==> src/hdl/link_timer_params.svh <==
// timing constants for the link pulse and jabber timers
`ifndef LINK_TIMER_PARAMS_SVH
`define LINK_TIMER_PARAMS_SVH
`define CLK_PERIOD_PS      10000
`define JABBER_ON_MS       85
`define JABBER_OFF_MS      500
`define PULSE_WIDTH_NS     100
`define NLP_PERIOD_MS      16
`define FLP_CLK_PERIOD_US  125
`define FLP_DATA_DELAY_US  62
`define FLP_BURST_MS       2
`define FLP_PERIOD_MS      16
`define ENERGY_ON_MAX_MS   1
`define ENERGY_OFF_MAX_US  350
`define BREAK_LINK_MS      1500
`define FLP_CLOCK_PULSES   17
`define FLP_WORD_BITS      16
`define NS_TO_CYC(t)       ((((t) * 1000) + `CLK_PERIOD_PS - 1) / `CLK_PERIOD_PS)
`define US_TO_CYC(t)       (((t) * 1000000) / `CLK_PERIOD_PS)
`define MS_TO_CYC(t)       (32'(((t) * 64'd1000000000) / `CLK_PERIOD_PS))
`endif

==> src/hdl/link_timer_pkg.sv <==
// types shared by the link pulse and jabber timers
package link_timer_pkg;
  typedef enum logic [1:0] {pulse_idle, pulse_nlp, pulse_flp, pulse_break} pulse_mode_t;
  typedef logic [31:0] tick_t;
endpackage

==> src/hdl/energy_qualifier.sv <==
// filters the raw line energy level into a bounded detect indication
`timescale 1ns/1ps
module energy_qualifier #(
  parameter int unsigned ON_CYC  = 100000,
  parameter int unsigned OFF_CYC = 35000
) (
  input  wire logic mclk,
  input  wire logic rst,
  input  wire logic enable_100,
  input  wire logic energy_raw,
  output logic      line_energy_detect
);
  import link_timer_pkg::*;

  typedef struct packed {
    logic  s1;
    logic  s2;
    tick_t cnt;
    logic  det;
  } eq_state_t;

  eq_state_t q, d;

  always_comb begin
    d = q;
    d.s1 = energy_raw;
    d.s2 = q.s1;
    if (!enable_100) begin
      d.det = 1'b0;
      d.cnt = '0;
    end else if (q.s2 == q.det) begin
      d.cnt = '0;
    end else if (q.s2 && q.cnt >= tick_t'(ON_CYC - 1)) begin
      d.det = 1'b1;
      d.cnt = '0;
    end else if (!q.s2 && q.cnt >= tick_t'(OFF_CYC - 1)) begin
      d.det = 1'b0;
      d.cnt = '0;
    end else begin
      d.cnt = q.cnt + tick_t'(1);
    end
  end

  always_ff @(posedge mclk) begin
    if (rst) begin
      q <= '0;
    end else begin
      q <= d;
    end
  end

  assign line_energy_detect = q.det;
endmodule // energy_qualifier

==> src/hdl/link_pulse_jabber_timers.sv <==
// link pulse, fast link pulse burst, jabber and signal detect timers
`timescale 1ns/1ps
`include "link_timer_params.svh"

// How it works
// - 10 Mb/s transmit active continuously 85 ms enters jabber, cutting transmission.
// - jabber holds transmission off 500 ms, then releases it.
// - each normal link pulse lasts 100 ns.
// - idle 10BASE-T repeats normal link pulses every 16 ms.
// - every clock and data pulse in a burst is 100 ns wide.
// - clock pulses within a burst are 125 us apart.
// - a one puts a data pulse 62 us after its clock pulse; zero sends none.
// - a burst spans 2 ms from first pulse to last.
// - bursts start 16 ms apart during negotiation.
// - 100BASE-TX energy detect asserts within 1 ms of signal; the code asserts it 1 ms plus 2 mclk cycles after.
// - 100BASE-TX energy detect deasserts within 350 us of signal loss; the code deasserts it 350 us plus 2 mclk cycles after.
// - renegotiation silences all transmit and pulses 1500 ms, then bursts resume.
module link_pulse_jabber_timers #(
  parameter int unsigned JABBER_ON_CYC  = `MS_TO_CYC(`JABBER_ON_MS),
  parameter int unsigned JABBER_OFF_CYC = `MS_TO_CYC(`JABBER_OFF_MS),
  parameter int unsigned NLP_CYC        = `MS_TO_CYC(`NLP_PERIOD_MS),
  parameter int unsigned FLP_CLK_CYC    = `US_TO_CYC(`FLP_CLK_PERIOD_US),
  parameter int unsigned FLP_DATA_CYC   = `US_TO_CYC(`FLP_DATA_DELAY_US),
  parameter int unsigned FLP_PERIOD_CYC = `MS_TO_CYC(`FLP_PERIOD_MS),
  parameter int unsigned BREAK_CYC      = `MS_TO_CYC(`BREAK_LINK_MS),
  parameter int unsigned ENERGY_ON_CYC  = `MS_TO_CYC(`ENERGY_ON_MAX_MS),
  parameter int unsigned ENERGY_OFF_CYC = `US_TO_CYC(`ENERGY_OFF_MAX_US)
) (
  input  wire logic        mclk,
  input  wire logic        rst,
  input  wire logic        mode_10,
  input  wire logic        mode_100,
  input  wire logic        autoneg_en,
  input  wire logic        renegotiate,
  input  wire logic [15:0] code_word,
  input  wire logic        tx_active,
  input  wire logic        energy_raw,
  output logic             tx_allowed,
  output logic             jabber,
  output logic             link_pulse,
  output logic             burst_active,
  output logic             break_link,
  output logic             line_energy_detect
);
  import link_timer_pkg::*;

  // every pulse, normal or inside a burst, is this many mclk cycles wide
  localparam tick_t       PW_CYC   = tick_t'(`NS_TO_CYC(`PULSE_WIDTH_NS));
  // index of the closing clock pulse; no data slot follows it
  localparam logic [4:0]  LAST_CLK = 5'(`FLP_CLOCK_PULSES - 1);
  localparam logic [4:0]  IDX_STEP = 5'd1;
  localparam int unsigned WORD_W   = `FLP_WORD_BITS;
  // offsets of the clock and data slots inside one clock pulse interval
  localparam tick_t       CLK_AT   = '0;
  localparam tick_t       DATA_AT  = tick_t'(FLP_DATA_CYC);

  typedef logic [WORD_W-1:0] word_t;

  typedef struct packed {
    logic        tx_s1;
    logic        tx_s2;
    logic        jab;
    tick_t       jcnt;
    pulse_mode_t mode;
    tick_t       pcnt;
    tick_t       scnt;
    logic [4:0]  clk_idx;
    word_t       word;
    logic        pulse;
  } tm_state_t;

  tm_state_t q, d;

  // counters start from zero, so a limit of lim is reached when they show lim - 1
  function automatic logic hit(input tick_t c, input int unsigned lim);
    hit = (c >= tick_t'(lim - 1));
  endfunction

  // true while a counter lies inside a pulse that begins at count start
  function automatic logic in_pulse(input tick_t c, input tick_t start);
    in_pulse = (c >= start) && (c < start + PW_CYC);
  endfunction

  // a burst runs from the cycle after its start until the closing clock slot ends
  function automatic logic in_burst(input tick_t pc, input logic [4:0] idx);
    in_burst = (pc != '0) && (idx <= LAST_CLK);
  endfunction

  always_comb begin
    logic clk_hit;
    logic data_hit;
    clk_hit  = 1'b0;
    data_hit = 1'b0;

    d = q;
    d.tx_s1 = tx_active;
    d.tx_s2 = q.tx_s1;
    d.pulse = 1'b0;
    // jabber watchdog: only an unbroken run of transmit counts toward the
    // limit; once tripped, the hold-off runs its full length whatever the
    // transmitter does
    if (!mode_10) begin
      d.jab  = 1'b0;
      d.jcnt = '0;
    end else if (!q.jab) begin
      if (!q.tx_s2) begin
        d.jcnt = '0;
      end else if (hit(q.jcnt, JABBER_ON_CYC)) begin
        d.jab  = 1'b1;
        d.jcnt = '0;
      end else begin
        d.jcnt = q.jcnt + tick_t'(1);
      end
    end else if (hit(q.jcnt, JABBER_OFF_CYC)) begin
      d.jab  = 1'b0;
      d.jcnt = '0;
    end else begin
      d.jcnt = q.jcnt + tick_t'(1);
    end
    // pulse generator: pcnt spaces bursts or nlps, scnt times within a burst
    d.pcnt = q.pcnt + tick_t'(1);
    unique case (q.mode)
      pulse_idle: begin
        d.pcnt = '0;
        if (autoneg_en) begin
          d.mode = pulse_flp;
        end else if (mode_10) begin
          d.mode = pulse_nlp;
        end
      end
      pulse_nlp: begin
        if (!mode_10 || autoneg_en) begin
          d.mode = pulse_idle;
        end else begin
          // a pulse starts only while the transmitter is quiet and, once started,
          // runs its full width so the far end never sees a runt
          if (q.pcnt == '0) begin
            d.pulse = !q.tx_s2;
          end else begin
            d.pulse = q.pulse && in_pulse(q.pcnt, CLK_AT);
          end
          if (hit(q.pcnt, NLP_CYC)) begin
            d.pcnt = '0;
          end
        end
      end
      pulse_flp: begin
        if (!autoneg_en) begin
          d.mode = pulse_idle;
        end else begin
          if (q.pcnt == '0) begin
            // the word is taken once per burst so a change mid-burst cannot tear it
            d.word    = code_word;
            d.clk_idx = '0;
            d.scnt    = '0;
          end else if (in_burst(q.pcnt, q.clk_idx)) begin
            d.scnt = q.scnt + tick_t'(1);
            if (hit(q.scnt, FLP_CLK_CYC)) begin
              d.scnt    = '0;
              d.clk_idx = q.clk_idx + IDX_STEP;
              d.word    = q.word >> 1;
            end
          end
          if (in_burst(q.pcnt, q.clk_idx)) begin
            clk_hit  = in_pulse(q.scnt, CLK_AT);
            data_hit = q.word[0] && in_pulse(q.scnt, DATA_AT);
            // the closing clock pulse ends the burst and carries no data slot
            if (q.clk_idx == LAST_CLK) begin
              data_hit = 1'b0;
            end
            d.pulse = clk_hit || data_hit;
          end
          if (hit(q.pcnt, FLP_PERIOD_CYC)) begin
            d.pcnt = '0;
          end
        end
      end
      pulse_break: begin
        if (hit(q.pcnt, BREAK_CYC)) begin
          d.mode = pulse_flp;
          d.pcnt = '0;
        end
      end
    endcase
    // a renegotiation request overrides every mode above and restarts the
    // break timer; a held request keeps it restarting
    if (renegotiate && autoneg_en) begin
      d.mode  = pulse_break;
      d.pcnt  = '0;
      d.pulse = 1'b0;
    end
  end

  // one register bank for the jabber and pulse timers (energy detect has its own in u_energy); reset returns them to idle
  always_ff @(posedge mclk) begin
    if (rst) begin
      q <= '0;
    end else begin
      q <= d;
    end
  end

  // 100BASE-TX energy detect, bounded by its own on and off timers
  energy_qualifier #(
    .ON_CYC  (ENERGY_ON_CYC),
    .OFF_CYC (ENERGY_OFF_CYC)
  ) u_energy (
    .mclk               (mclk),
    .rst                (rst),
    .enable_100         (mode_100),
    .energy_raw         (energy_raw),
    .line_energy_detect (line_energy_detect)
  );

  assign jabber       = q.jab;
  assign break_link   = (q.mode == pulse_break);
  // the transmitter may drive the cable only outside jabber and break-link
  assign tx_allowed   = !q.jab && !break_link;
  assign link_pulse   = q.pulse;
  // status only: high from the first clock slot of a burst until its closing slot ends
  assign burst_active = (q.mode == pulse_flp) && in_burst(q.pcnt, q.clk_idx);
endmodule // link_pulse_jabber_timers

==> config.mk <==
export PLATFORM = sky130hd
export DESIGN_NAME = link_pulse_jabber_timers
export DESIGN_NICKNAME = d
export VERILOG_FILES = /design/src/hdl/link_timer_pkg.sv /design/src/hdl/energy_qualifier.sv /design/src/hdl/link_pulse_jabber_timers.sv
export VERILOG_INCLUDE_DIRS = /design/src /design/src/hdl
export SDC_FILE = /design/constraint.sdc
export NUM_CORES = 1
export LEC_CHECK = 0
export BUFFER_PORTS_ARGS = -buffer_cell sky130_fd_sc_hd__buf_2
export CORE_MARGIN = 8
export CORE_UTILIZATION = 60
export CTS_CLUSTER_SIZE = 40
export DETAILED_ROUTE_END_ITERATION = 12
export PLACE_DENSITY_LB_ADDON = 0.08
export RECOVER_POWER = 25
export SLEW_MARGIN = 15
export SYNTH_ARGS = -nofsm -noshare
export SYNTH_HDL_FRONTEND = slang
export SYNTH_SLANG_ARGS = --single-unit
==> constraint.sdc <==
create_clock -name mclk -period 3.2 [get_ports mclk]
set_input_delay 0.16 -clock mclk [delete_from_list [all_inputs] [get_ports mclk]]
set_output_delay 0.16 -clock mclk [all_outputs]
set_load 0.005 [all_outputs]
==> results of run 1 <==
worst max-delay path, stage by stage, from the launching register on:
cell and delay [ns]:
dfxtp_1 0.36, or4_1 0.53, or3_1 0.50, or3_1 0.60, and3_1 0.29, buf_2 0.13
area by class of cell:
type                    count  area (sq um)
multi-input cells         628          3800
clock inverters            11          83.8
flip-flops and latches    158          3160
clock buffers              21           460
inverters                  16          60.1
well taps                 143           179
fillers                   949          3450
repair buffers             45           272
synth_stat cells (7+ instances only):
cell / number
xnor2_1: 42
nand2b_1: 7
and4_1: 9
clkbuf_1: 23
nand3_1: 29
a41oi_1: 8
and3_1: 24
inv_1: 16
or3_1: 9
nand2_1: 50
nor2_1: 158
o21ai_0: 11
nor3_1: 39
o221a_2: 15
a21oi_1: 14
nor2b_1: 11
nand4_1: 22
nor4_1: 18
a31oi_1: 10
dfxtp_1: 158
xor2_1: 40
ha_1: 12
power groups by stage:
stage	Combinational, W	Sequential (W)	Clock [W]
floorplan	0.000153	0.00206	0
global placement	0.000202	0.00207	0
detailed placement	0.000208	0.00207	0
CTS	0.000211	0.00203	0.00188
global route	0.000238	0.00203	0.00197
finish	0.000211	0.00203	0.00185
cells by family after synthesis:
group | count (synthesis) | synth area share (%)
buffers and inverters | 50 | 3.01
AOI/OAI and AO/OA | 107 | 11.9
DFF | 158 | 44.6
adders and majority gates | 12 | 2.12
xor gates and xnor gates | 82 | 10.1
and+or+nand+nor | 403 | 27.8
muxes | 3 | 0.441
other | 1 | 0.0528
metrics by stage:
stage / total power, W / utilization, % / setup slack (ns) / hold slack [ns]
floorplan: 0.00222 / - / 0.606 / 0.288
global placement: 0.00227 / 65.1 / 0.429 / 0.369
detailed placement: 0.00228 / 65.1 / 0.357 / 0.407
CTS: 0.00412 / 70.0 / 0.189 / 0.0719
global route: 0.00424 / 69.9 / 0.101 / 0.0934
finish: 0.00409 / 69.9 / 0.196 / 0.0816
per-layer routing:
metal / part of all wire [%] / vias up
met1: 46 / 2823
met5: 0.066 / -
li1: - / 2975
met3: 4.0 / 18
met4: 1.3 / 2
met2: 49 / 111
registers in the layout (all words and copies together) (netlist names):
name,flops
link_pulse,1
q,120
u_energy.line_energy_detect,1
d,1
u_energy.q,33
jabber,1
u_energy.d,1
worst paths after layout:
| path | end | slack [ns] | depth (start not counted) |
|---|---|---|---|
| hold reg to reg | q[121] | 0.45 | 1 |
| setup reg to reg | q[37] | 0.31 | 6 |
| hold / removal | q[16] | 0.08 | 4 |
| setup / recovery | burst_active | 0.20 | 5 |
what timing repair did:
action	CTS	global route
buffers inserted	0	0
hold buffers	2	0
hold endpoints to repair	2	0
resized for setup	0	0
==> impl_metrics.yaml, run 1 <==
placed_design:
  dpl_cell_area_sq_um: 7470
  gp_congestion: 0.830
  numPortBuffers: 29
  placed_cells: 988
  hpwl_um: 10400
layout:
  layout.nets: 902
  layout-drive-gt1-share_pct: 10.7
  fin_area_sq_um: 8020
  layout_common_cells: "nor2_1, dfxtp_1, nand2_1"
  syn_to_final_growth_pct: 13.0
  finalNonFillerCells: 1022
  diodes: 0
cts:
  root_buffer: "clkbuf_16"
  h-tree-depth: 4
  clock-sinks: 158
  cts_buffers: 17
  clk_latency_ns: 0.42
  cts_tree: "done"
  clkTransAtPathRegs_ns: 0.06
  clockBufferDepth: 2
synth:
  synth_top_area_cell: "dfxtp_1"
  synth-edff-count: 0
  synthArstFlopShare_pct: 0
  yosys_most_used_dff: "dfxtp_1"
  yosysSeqAreaShare_pct: 44.6
  synth_cell_types: 69
  synth_area_sq_um: 7100
  yosys_register_bits: 158
  syn_area_per_cell_sq_um: 8.70
  yosysWarnings: 0
  yosys-top-cells-area: "dfxtp_1, nor2_1, xnor2_1"
  synth_top_area_share_pct: 44.6
  synthCells: 816
grt:
  grt_pass1_wl_um: 26200
  met3_usage_pct: 5.66
  use_met1_pct: 23.7
  track_usage_pct: 19.8
  antenna_found_initial: 1
  grt_use_met2_pct: 33.0
  grt_max_degree: 33
  gr-total-overflow: 0
  busiest_layer: "met2"
  grt_pass1_vias: 5672
pwr:
  p_int_w: 0.00313
  peakVddDrop_v: 0.000557
  power_frac_clock_pct: 45.3
  seqPwrFrac_pct: 49.6
  sw_frac_of_total_pct: 23.6
  pwr_density_cell_nw_per_um2: 510
  p_leak_nw: 2.83
  p_switching_w: 0.000965
  pwr-share-comb_pct: 5.2
die:
  num_io_pins: 30
  chipHeight_um: 125
  rows: 39
  start_util_pct: 61.9
  die_w_um: 125
  dieArea_sq_um: 15600
  coreArea_sq_um: 11500
detailed_routing:
  routedWlPerCell_um: 14.9
  first_iter_violations: 373
  vias: 5929
  drc: 0
  firstDrtPassIters: 5
  ant_nets: 0
  wirelength_um: 15200
  via_per_inst: 5.80
setup_path:
  crit_type: "flip-flop to primary output"
  cp-startpoint: "q[77]"
  critPathCaptureType: "primary output"
  r2r_start: "q[77]"
  cp.arrival_ns: 2.84
  path_max_fanout: 8
  required_ns: 3.04
  startpoint_type: "flip-flop"
sta:
  post-route-period-util_pct: 93.9
  hold_violations: 0
  fmax_mhz: 333
  finalSetupTns_ns: 0
  slew_violations: 0
  setup_viol_count_final: 0
  rsz0062_at_grt: "no"
  timing.final.crit_period_ns: 3.00
  relSlewSlack_pct: 40.5
  finClkSkew_ns: 0.00854
  worstMarginPinSlew_ns: 0.886
min_path:
  worstHoldStart: "code_word[15]"
  min_path_type: "input pin to flip-flop"
run:
  cap_violations: 0
outcome:
  status: "complete, no violations"
Power figures use the tool's default switching activity.
==> inputs of run 2 (changes only) <==
--- a/config.mk
+++ b/config.mk
@@ -8,7 +8,7 @@
 export LEC_CHECK = 0
 export BUFFER_PORTS_ARGS = -buffer_cell sky130_fd_sc_hd__buf_2
 export CORE_MARGIN = 8
-export CORE_UTILIZATION = 60
+export CORE_UTILIZATION = 28
 export CTS_CLUSTER_SIZE = 40
 export DETAILED_ROUTE_END_ITERATION = 12
 export PLACE_DENSITY_LB_ADDON = 0.08
==> constraint.sdc (replaced) <==
create_clock -name mclk -period 2.7 [get_ports mclk]
set_input_delay 0.135 -clock mclk [delete_from_list [all_inputs] [get_ports mclk]]
set_output_delay 0.135 -clock mclk [all_outputs]
set_load 0.005 [all_outputs]
==> run 2 against run 1 <==
Against the previous run: worst setup slack got worse by 0.087 ns; sequential power is 18% higher; design area is 8.0% higher; via count decreased by 2.1%; total power grew 23%; global-route usage fell by 8.5 points; sequential cell count stayed put; register-to-register slack got worse by 0.20 ns; clock-buffer cell count fell by 4; critical endpoint is now q[34]; largest cell class unchanged; largest power group unchanged.
==> impl_metrics.yaml, run 2 (same netlist as run 1, synthesis figures left out) <==
outcome:
  status: "complete, no violations"
layout:
  layout-drive-gt1-share_pct: 15.2
  layout.nets: 931
  largest_reg_flops: 120
  seq_area_sq_um: 3160
  reg_top3: "q: 120 flops, u_energy.q: 33 flops"
  syn_to_final_growth_pct: 22.0
  multi_input_area_sq_um: 3850
  diodes: 0
  fillCellCount: 2619
  mostFrequentLayoutCell: "nor2_1"
  finalNonFillerCells: 1238
  largest_register: "q"
  layout_common_cells: "nor2_1, dfxtp_1, nand2_1"
detailed_routing:
  ant_nets: 0
  vias: 5805
  wirelength_um: 16800
  via_per_inst: 4.69
  firstDrtPassIters: 4
  routedWlPerCell_um: 13.5
  first_iter_violations: 286
  drc: 0
setup_path:
  critPathCaptureType: "flip-flop"
  required_ns: 2.99
  path_max_fanout: 25
  startpoint_type: "flip-flop"
  critPathTopFamily: "simple AND/OR/NAND/NOR gates"
  crit_buf_inv: 2
  cp_slowest_cell: "or4_4"
  slowest_delay_ns: 0.57
  reg2reg_depth: 8
  crit_cells: 8
  crit_path_frequent_cell: "or4_4"
  crit_type: "flip-flop to flip-flop"
  cp.arrival_ns: 2.88
  crit_chain: "or4_4 -> or3_4 -> buf_4 -> or4_4 -> nand2b_2 -> or2_1 -> buf_12 -> a211oi_1"
placed_design:
  gp_congestion: 0.771
  preCtsSetupSlack_ns: 0.0684
  placed_cells: 1201
  numPortBuffers: 29
  hpwl_um: 11800
cts:
  h-tree-depth: 4
  clockBufferDepth: 2
  cts_buffers: 17
  clkTransAtPathRegs_ns: 0.07
  clk_latency_ns: 0.42
  cts_tree: "done"
  root_buffer: "clkbuf_16"
  clock-sinks: 158
grt:
  antenna_found_initial: 1
  grt_pass1_wl_um: 28600
  grt_pass1_vias: 5729
  grt_max_degree: 33
  gr-total-overflow: 0
  track_usage_pct: 11.3
die:
  die_w_um: 175
  rows: 58
  num_io_pins: 30
  coreArea_sq_um: 25000
  dieArea_sq_um: 30700
  start_util_pct: 28.4
  chipHeight_um: 175
pwr:
  pwr_density_cell_nw_per_um2: 582
  p_leak_nw: 3.05
  peakVddDrop_v: 0.000337
sta:
  finClkSkew_ns: 0.00985
  setup_viol_count_final: 0
  worstMarginPinSlew_ns: 0.684
  relSlewSlack_pct: 53.9
  hold_violations: 0
  timing.final.crit_period_ns: 2.59
  slew_violations: 0
  finalSetupTns_ns: 0
  fmax_mhz: 386
  layout_setup_ws_ns: 0.110
  post-route-period-util_pct: 95.9
  rsz0062_at_grt: "no"
min_path:
  min_path_type: "input pin to flip-flop"
  holdPathStages: 4
run:
  cap_violations: 0
run 2: worst paths after layout:
kind	start	endpoint	slack, ns
worst min register to register	u_energy.d[33]	u_energy.q[33]	0.44
worst min-delay path	code_word[15]	q[16]	0.08
worst max-delay path	q[81]	q[34]	0.11
worst max register to register	q[81]	q[34]	0.11
run 2: worst min-delay path, delay by kind of cell:
kind / cells / cell delay [ns]
buffers and inverters: 2 / 0.15
AOI/OAI and AO/OA: 1 / 0.13
and+or+nand+nor: 1 / 0.03
run 2: through the flow:
stage               hold WS, ns  instance area (sq um)  util, %  total power (W)
finish                   0.0775                   8660     34.6          0.00504
global route             0.0852                   8660     34.6          0.00529
global placement          0.347                   7960     31.8          0.00274
floorplan                 0.263                   7170        -          0.00263
CTS                      0.0579                   8580     34.3          0.00515
detailed placement        0.352                   7960     31.8          0.00273
run 2: per-layer routing:
layer / wire length [um] / global-route usage, %
met5: 0 / 0
met4: 161 / 2.86
met3: 533 / 3.00
met2: 7710 / 18.5
met1: 8350 / 14.4
run 2: what timing repair did:
| action | in CTS | in global routing |
|---|---|---|
| endpoints found under the hold margin | 2 | 0 |
| endpoints found under the setup margin | 1 | 49 |
| gates resized for setup | 2 | 13 |
| cloned | 0 | 1 |
| pin swaps | 1 | 4 |
| setup buffers | 3 | 0 |
| hold buffers | 2 | 0 |
run 2: where the power goes:
part	switching (W)	leakage [nW]	internal (W)
logic	0.000164	1.49	0.000126
registers	0.0000247	1.28	0.00238
clock network	0.00105	0.276	0.00130
run 2: final cells by class:
type / count / area share, %
sequential: 158 / 36.6
clock inverter: 15 / 1.73
tap: 330 / 4.77
clock buffer: 17 / 4.91
multi-input combinational: 628 / 44.5
timing repair buffer: 74 / 6.85
inverter: 16 / 0.694
==> inputs of run 3 (changes only) <==
--- a/config.mk
+++ b/config.mk
@@ -11,8 +11,7 @@
 export CORE_UTILIZATION = 28
 export CTS_CLUSTER_SIZE = 40
 export DETAILED_ROUTE_END_ITERATION = 12
-export PLACE_DENSITY_LB_ADDON = 0.08
-export RECOVER_POWER = 25
+export PLACE_DENSITY_LB_ADDON = 0.2
 export SLEW_MARGIN = 15
 export SYNTH_ARGS = -nofsm -noshare
 export SYNTH_HDL_FRONTEND = slang
==> run 3 against run 2 <==
Against the previous run: die area unchanged; critical endpoint is now burst_active; core utilization about the same; register-to-register slack about the same; via count about the same; non-clock buffer count unchanged; combinational power decreased by 2%; clock skew increased by 0.0013 ns; worst hold slack got worse by 0.0043 ns.
==> impl_metrics.yaml, run 3 (same netlist as run 1, synthesis figures left out) <==
outcome:
  status: "complete, no violations"
grt:
  antenna_found_initial: 0
  grt_pass1_vias: 5683
  grt_pass1_wl_um: 28000
  track_usage_pct: 11.0
  gr-total-overflow: 0
  grt_max_degree: 33
cts:
  clock-sinks: 158
  cts_tree: "done"
  clk_latency_ns: 0.42
  clkTransAtPathRegs_ns: 0.07
  cts_buffers: 17
  root_buffer: "clkbuf_16"
  h-tree-depth: 4
  clockBufferDepth: 2
die:
  start_util_pct: 28.4
  num_io_pins: 30
  dieArea_sq_um: 30700
  chipHeight_um: 175
  rows: 58
  coreArea_sq_um: 25000
  die_w_um: 175
min_path:
  min_path_type: "input pin to flip-flop"
pwr:
  pwr_density_cell_nw_per_um2: 600
  power_w: 0.00519
  p_leak_nw: 3.08
  peakVddDrop_v: 0.000415
setup_path:
  path_max_fanout: 3
  crit_type: "flip-flop to primary output"
  cp.arrival_ns: 2.48
  startpoint_type: "flip-flop"
  critPathCaptureType: "primary output"
  required_ns: 2.57
layout:
  largest_register: "q"
  utilization_pct: 34.6
  largest_reg_flops: 120
  diodes: 0
  reg_top3: "q: 120 flops, u_energy.q: 33 flops"
  layout-drive-gt1-share_pct: 15.3
  syn_to_final_growth_pct: 21.9
  layout_common_cells: "nor2_1, dfxtp_1, nand2_1"
  layout.nets: 931
sta:
  post-route-period-util_pct: 96.8
  fmax_mhz: 383
  finalSetupTns_ns: 0
  layout_setup_ws_ns: 0.0874
  relSlewSlack_pct: 60.1
  worstMarginPinSlew_ns: 0.598
  setup_viol_count_final: 0
  slew_violations: 0
  timing.final.crit_period_ns: 2.61
  hold_violations: 0
  finClkSkew_ns: 0.0112
  rsz0062_at_grt: "no"
  hold-worst-slack_ns: 0.0732
placed_design:
  gp_congestion: 0.782
  numPortBuffers: 29
  hpwl_um: 11300
  preCtsSetupSlack_ns: 0.0629
detailed_routing:
  first_iter_violations: 337
  via_per_inst: 4.69
  drc: 0
  wirelength_um: 16300
  firstDrtPassIters: 5
  ant_nets: 0
  routedWlPerCell_um: 13.2
  vias: 5810
run:
  cap_violations: 0
-- run 3: cell types whose count changed in the layout (fill, tap and decap cells not counted), moves of 2 or more --
cell / previous run / this run
buf_12: 7 / 3
buf_2: 25 / 29
clkbuf_1: 3 / 0
buf_4: 34 / 36
buf_6: 1 / 3
clkbuf_8: 0 / 2
clkinvlp_4: 3 / 1
inv_6: 6 / 4
-- run 3: repair_timing --
action                                  4_1_cts  5_1_grt
hold buffers                                  2        0
pin swaps                                     1        6
buffers inserted                              3        0
gates resized for setup                       4        6
endpoints found under the setup margin        1       44
cloned                                        0        1
endpoints found under the hold margin         2        0
-- run 3: metal layers --
metal  share of wire (%)  GRT usage, %
met1                  51          14.3
met4                 1.1          3.92
met2                  45          17.4
met3                 3.2          2.89
met5                   0             0
-- run 3: critical path, stage by stage (launching register included) --
cell and delay, ns:
dfxtp_1 0.32, or4_4 0.54, or3_4 0.40, or3_1 0.37, buf_6 0.13, and3_4 0.18
buf_2 0.12
-- run 3: final timing paths --
check | start | end | slack (ns) | cells after the start
hold / removal | code_word[15] | q[16] | 0.07 | 4
hold reg to reg | u_energy.d[33] | u_energy.q[33] | 0.44 | 1
setup / recovery | q[84] | burst_active | 0.09 | 6
setup reg to reg | q[84] | q[37] | 0.10 | 9
-- run 3: area by class of cell --
| cell class | count | area, sq um |
|---|---|---|
| timing repair buffer | 74 | 554 |
| clock inverter | 13 | 170 |
| clock buffer | 19 | 453 |
| sequential | 158 | 3160 |
| tap | 330 | 413 |
| fill | 2584 | 16400 |
| multi-input combinational | 628 | 3840 |
| inverter | 16 | 60.1 |
-- run 3: through the flow --
stage / instances / area, sq um
global placement: 1200 / 7910
global route: 1238 / 8650
detailed placement: 1200 / 7910
floorplan: 836 / 7170
CTS: 1237 / 8600
finish: 1238 / 8650
-- run 3: report_power, final --
group | internal [W] | switching [W]
sequential | 0.00238 | 0.0000256
clock | 0.00145 | 0.00105
combinational | 0.000124 | 0.000160
total | 0.00395 | 0.00124
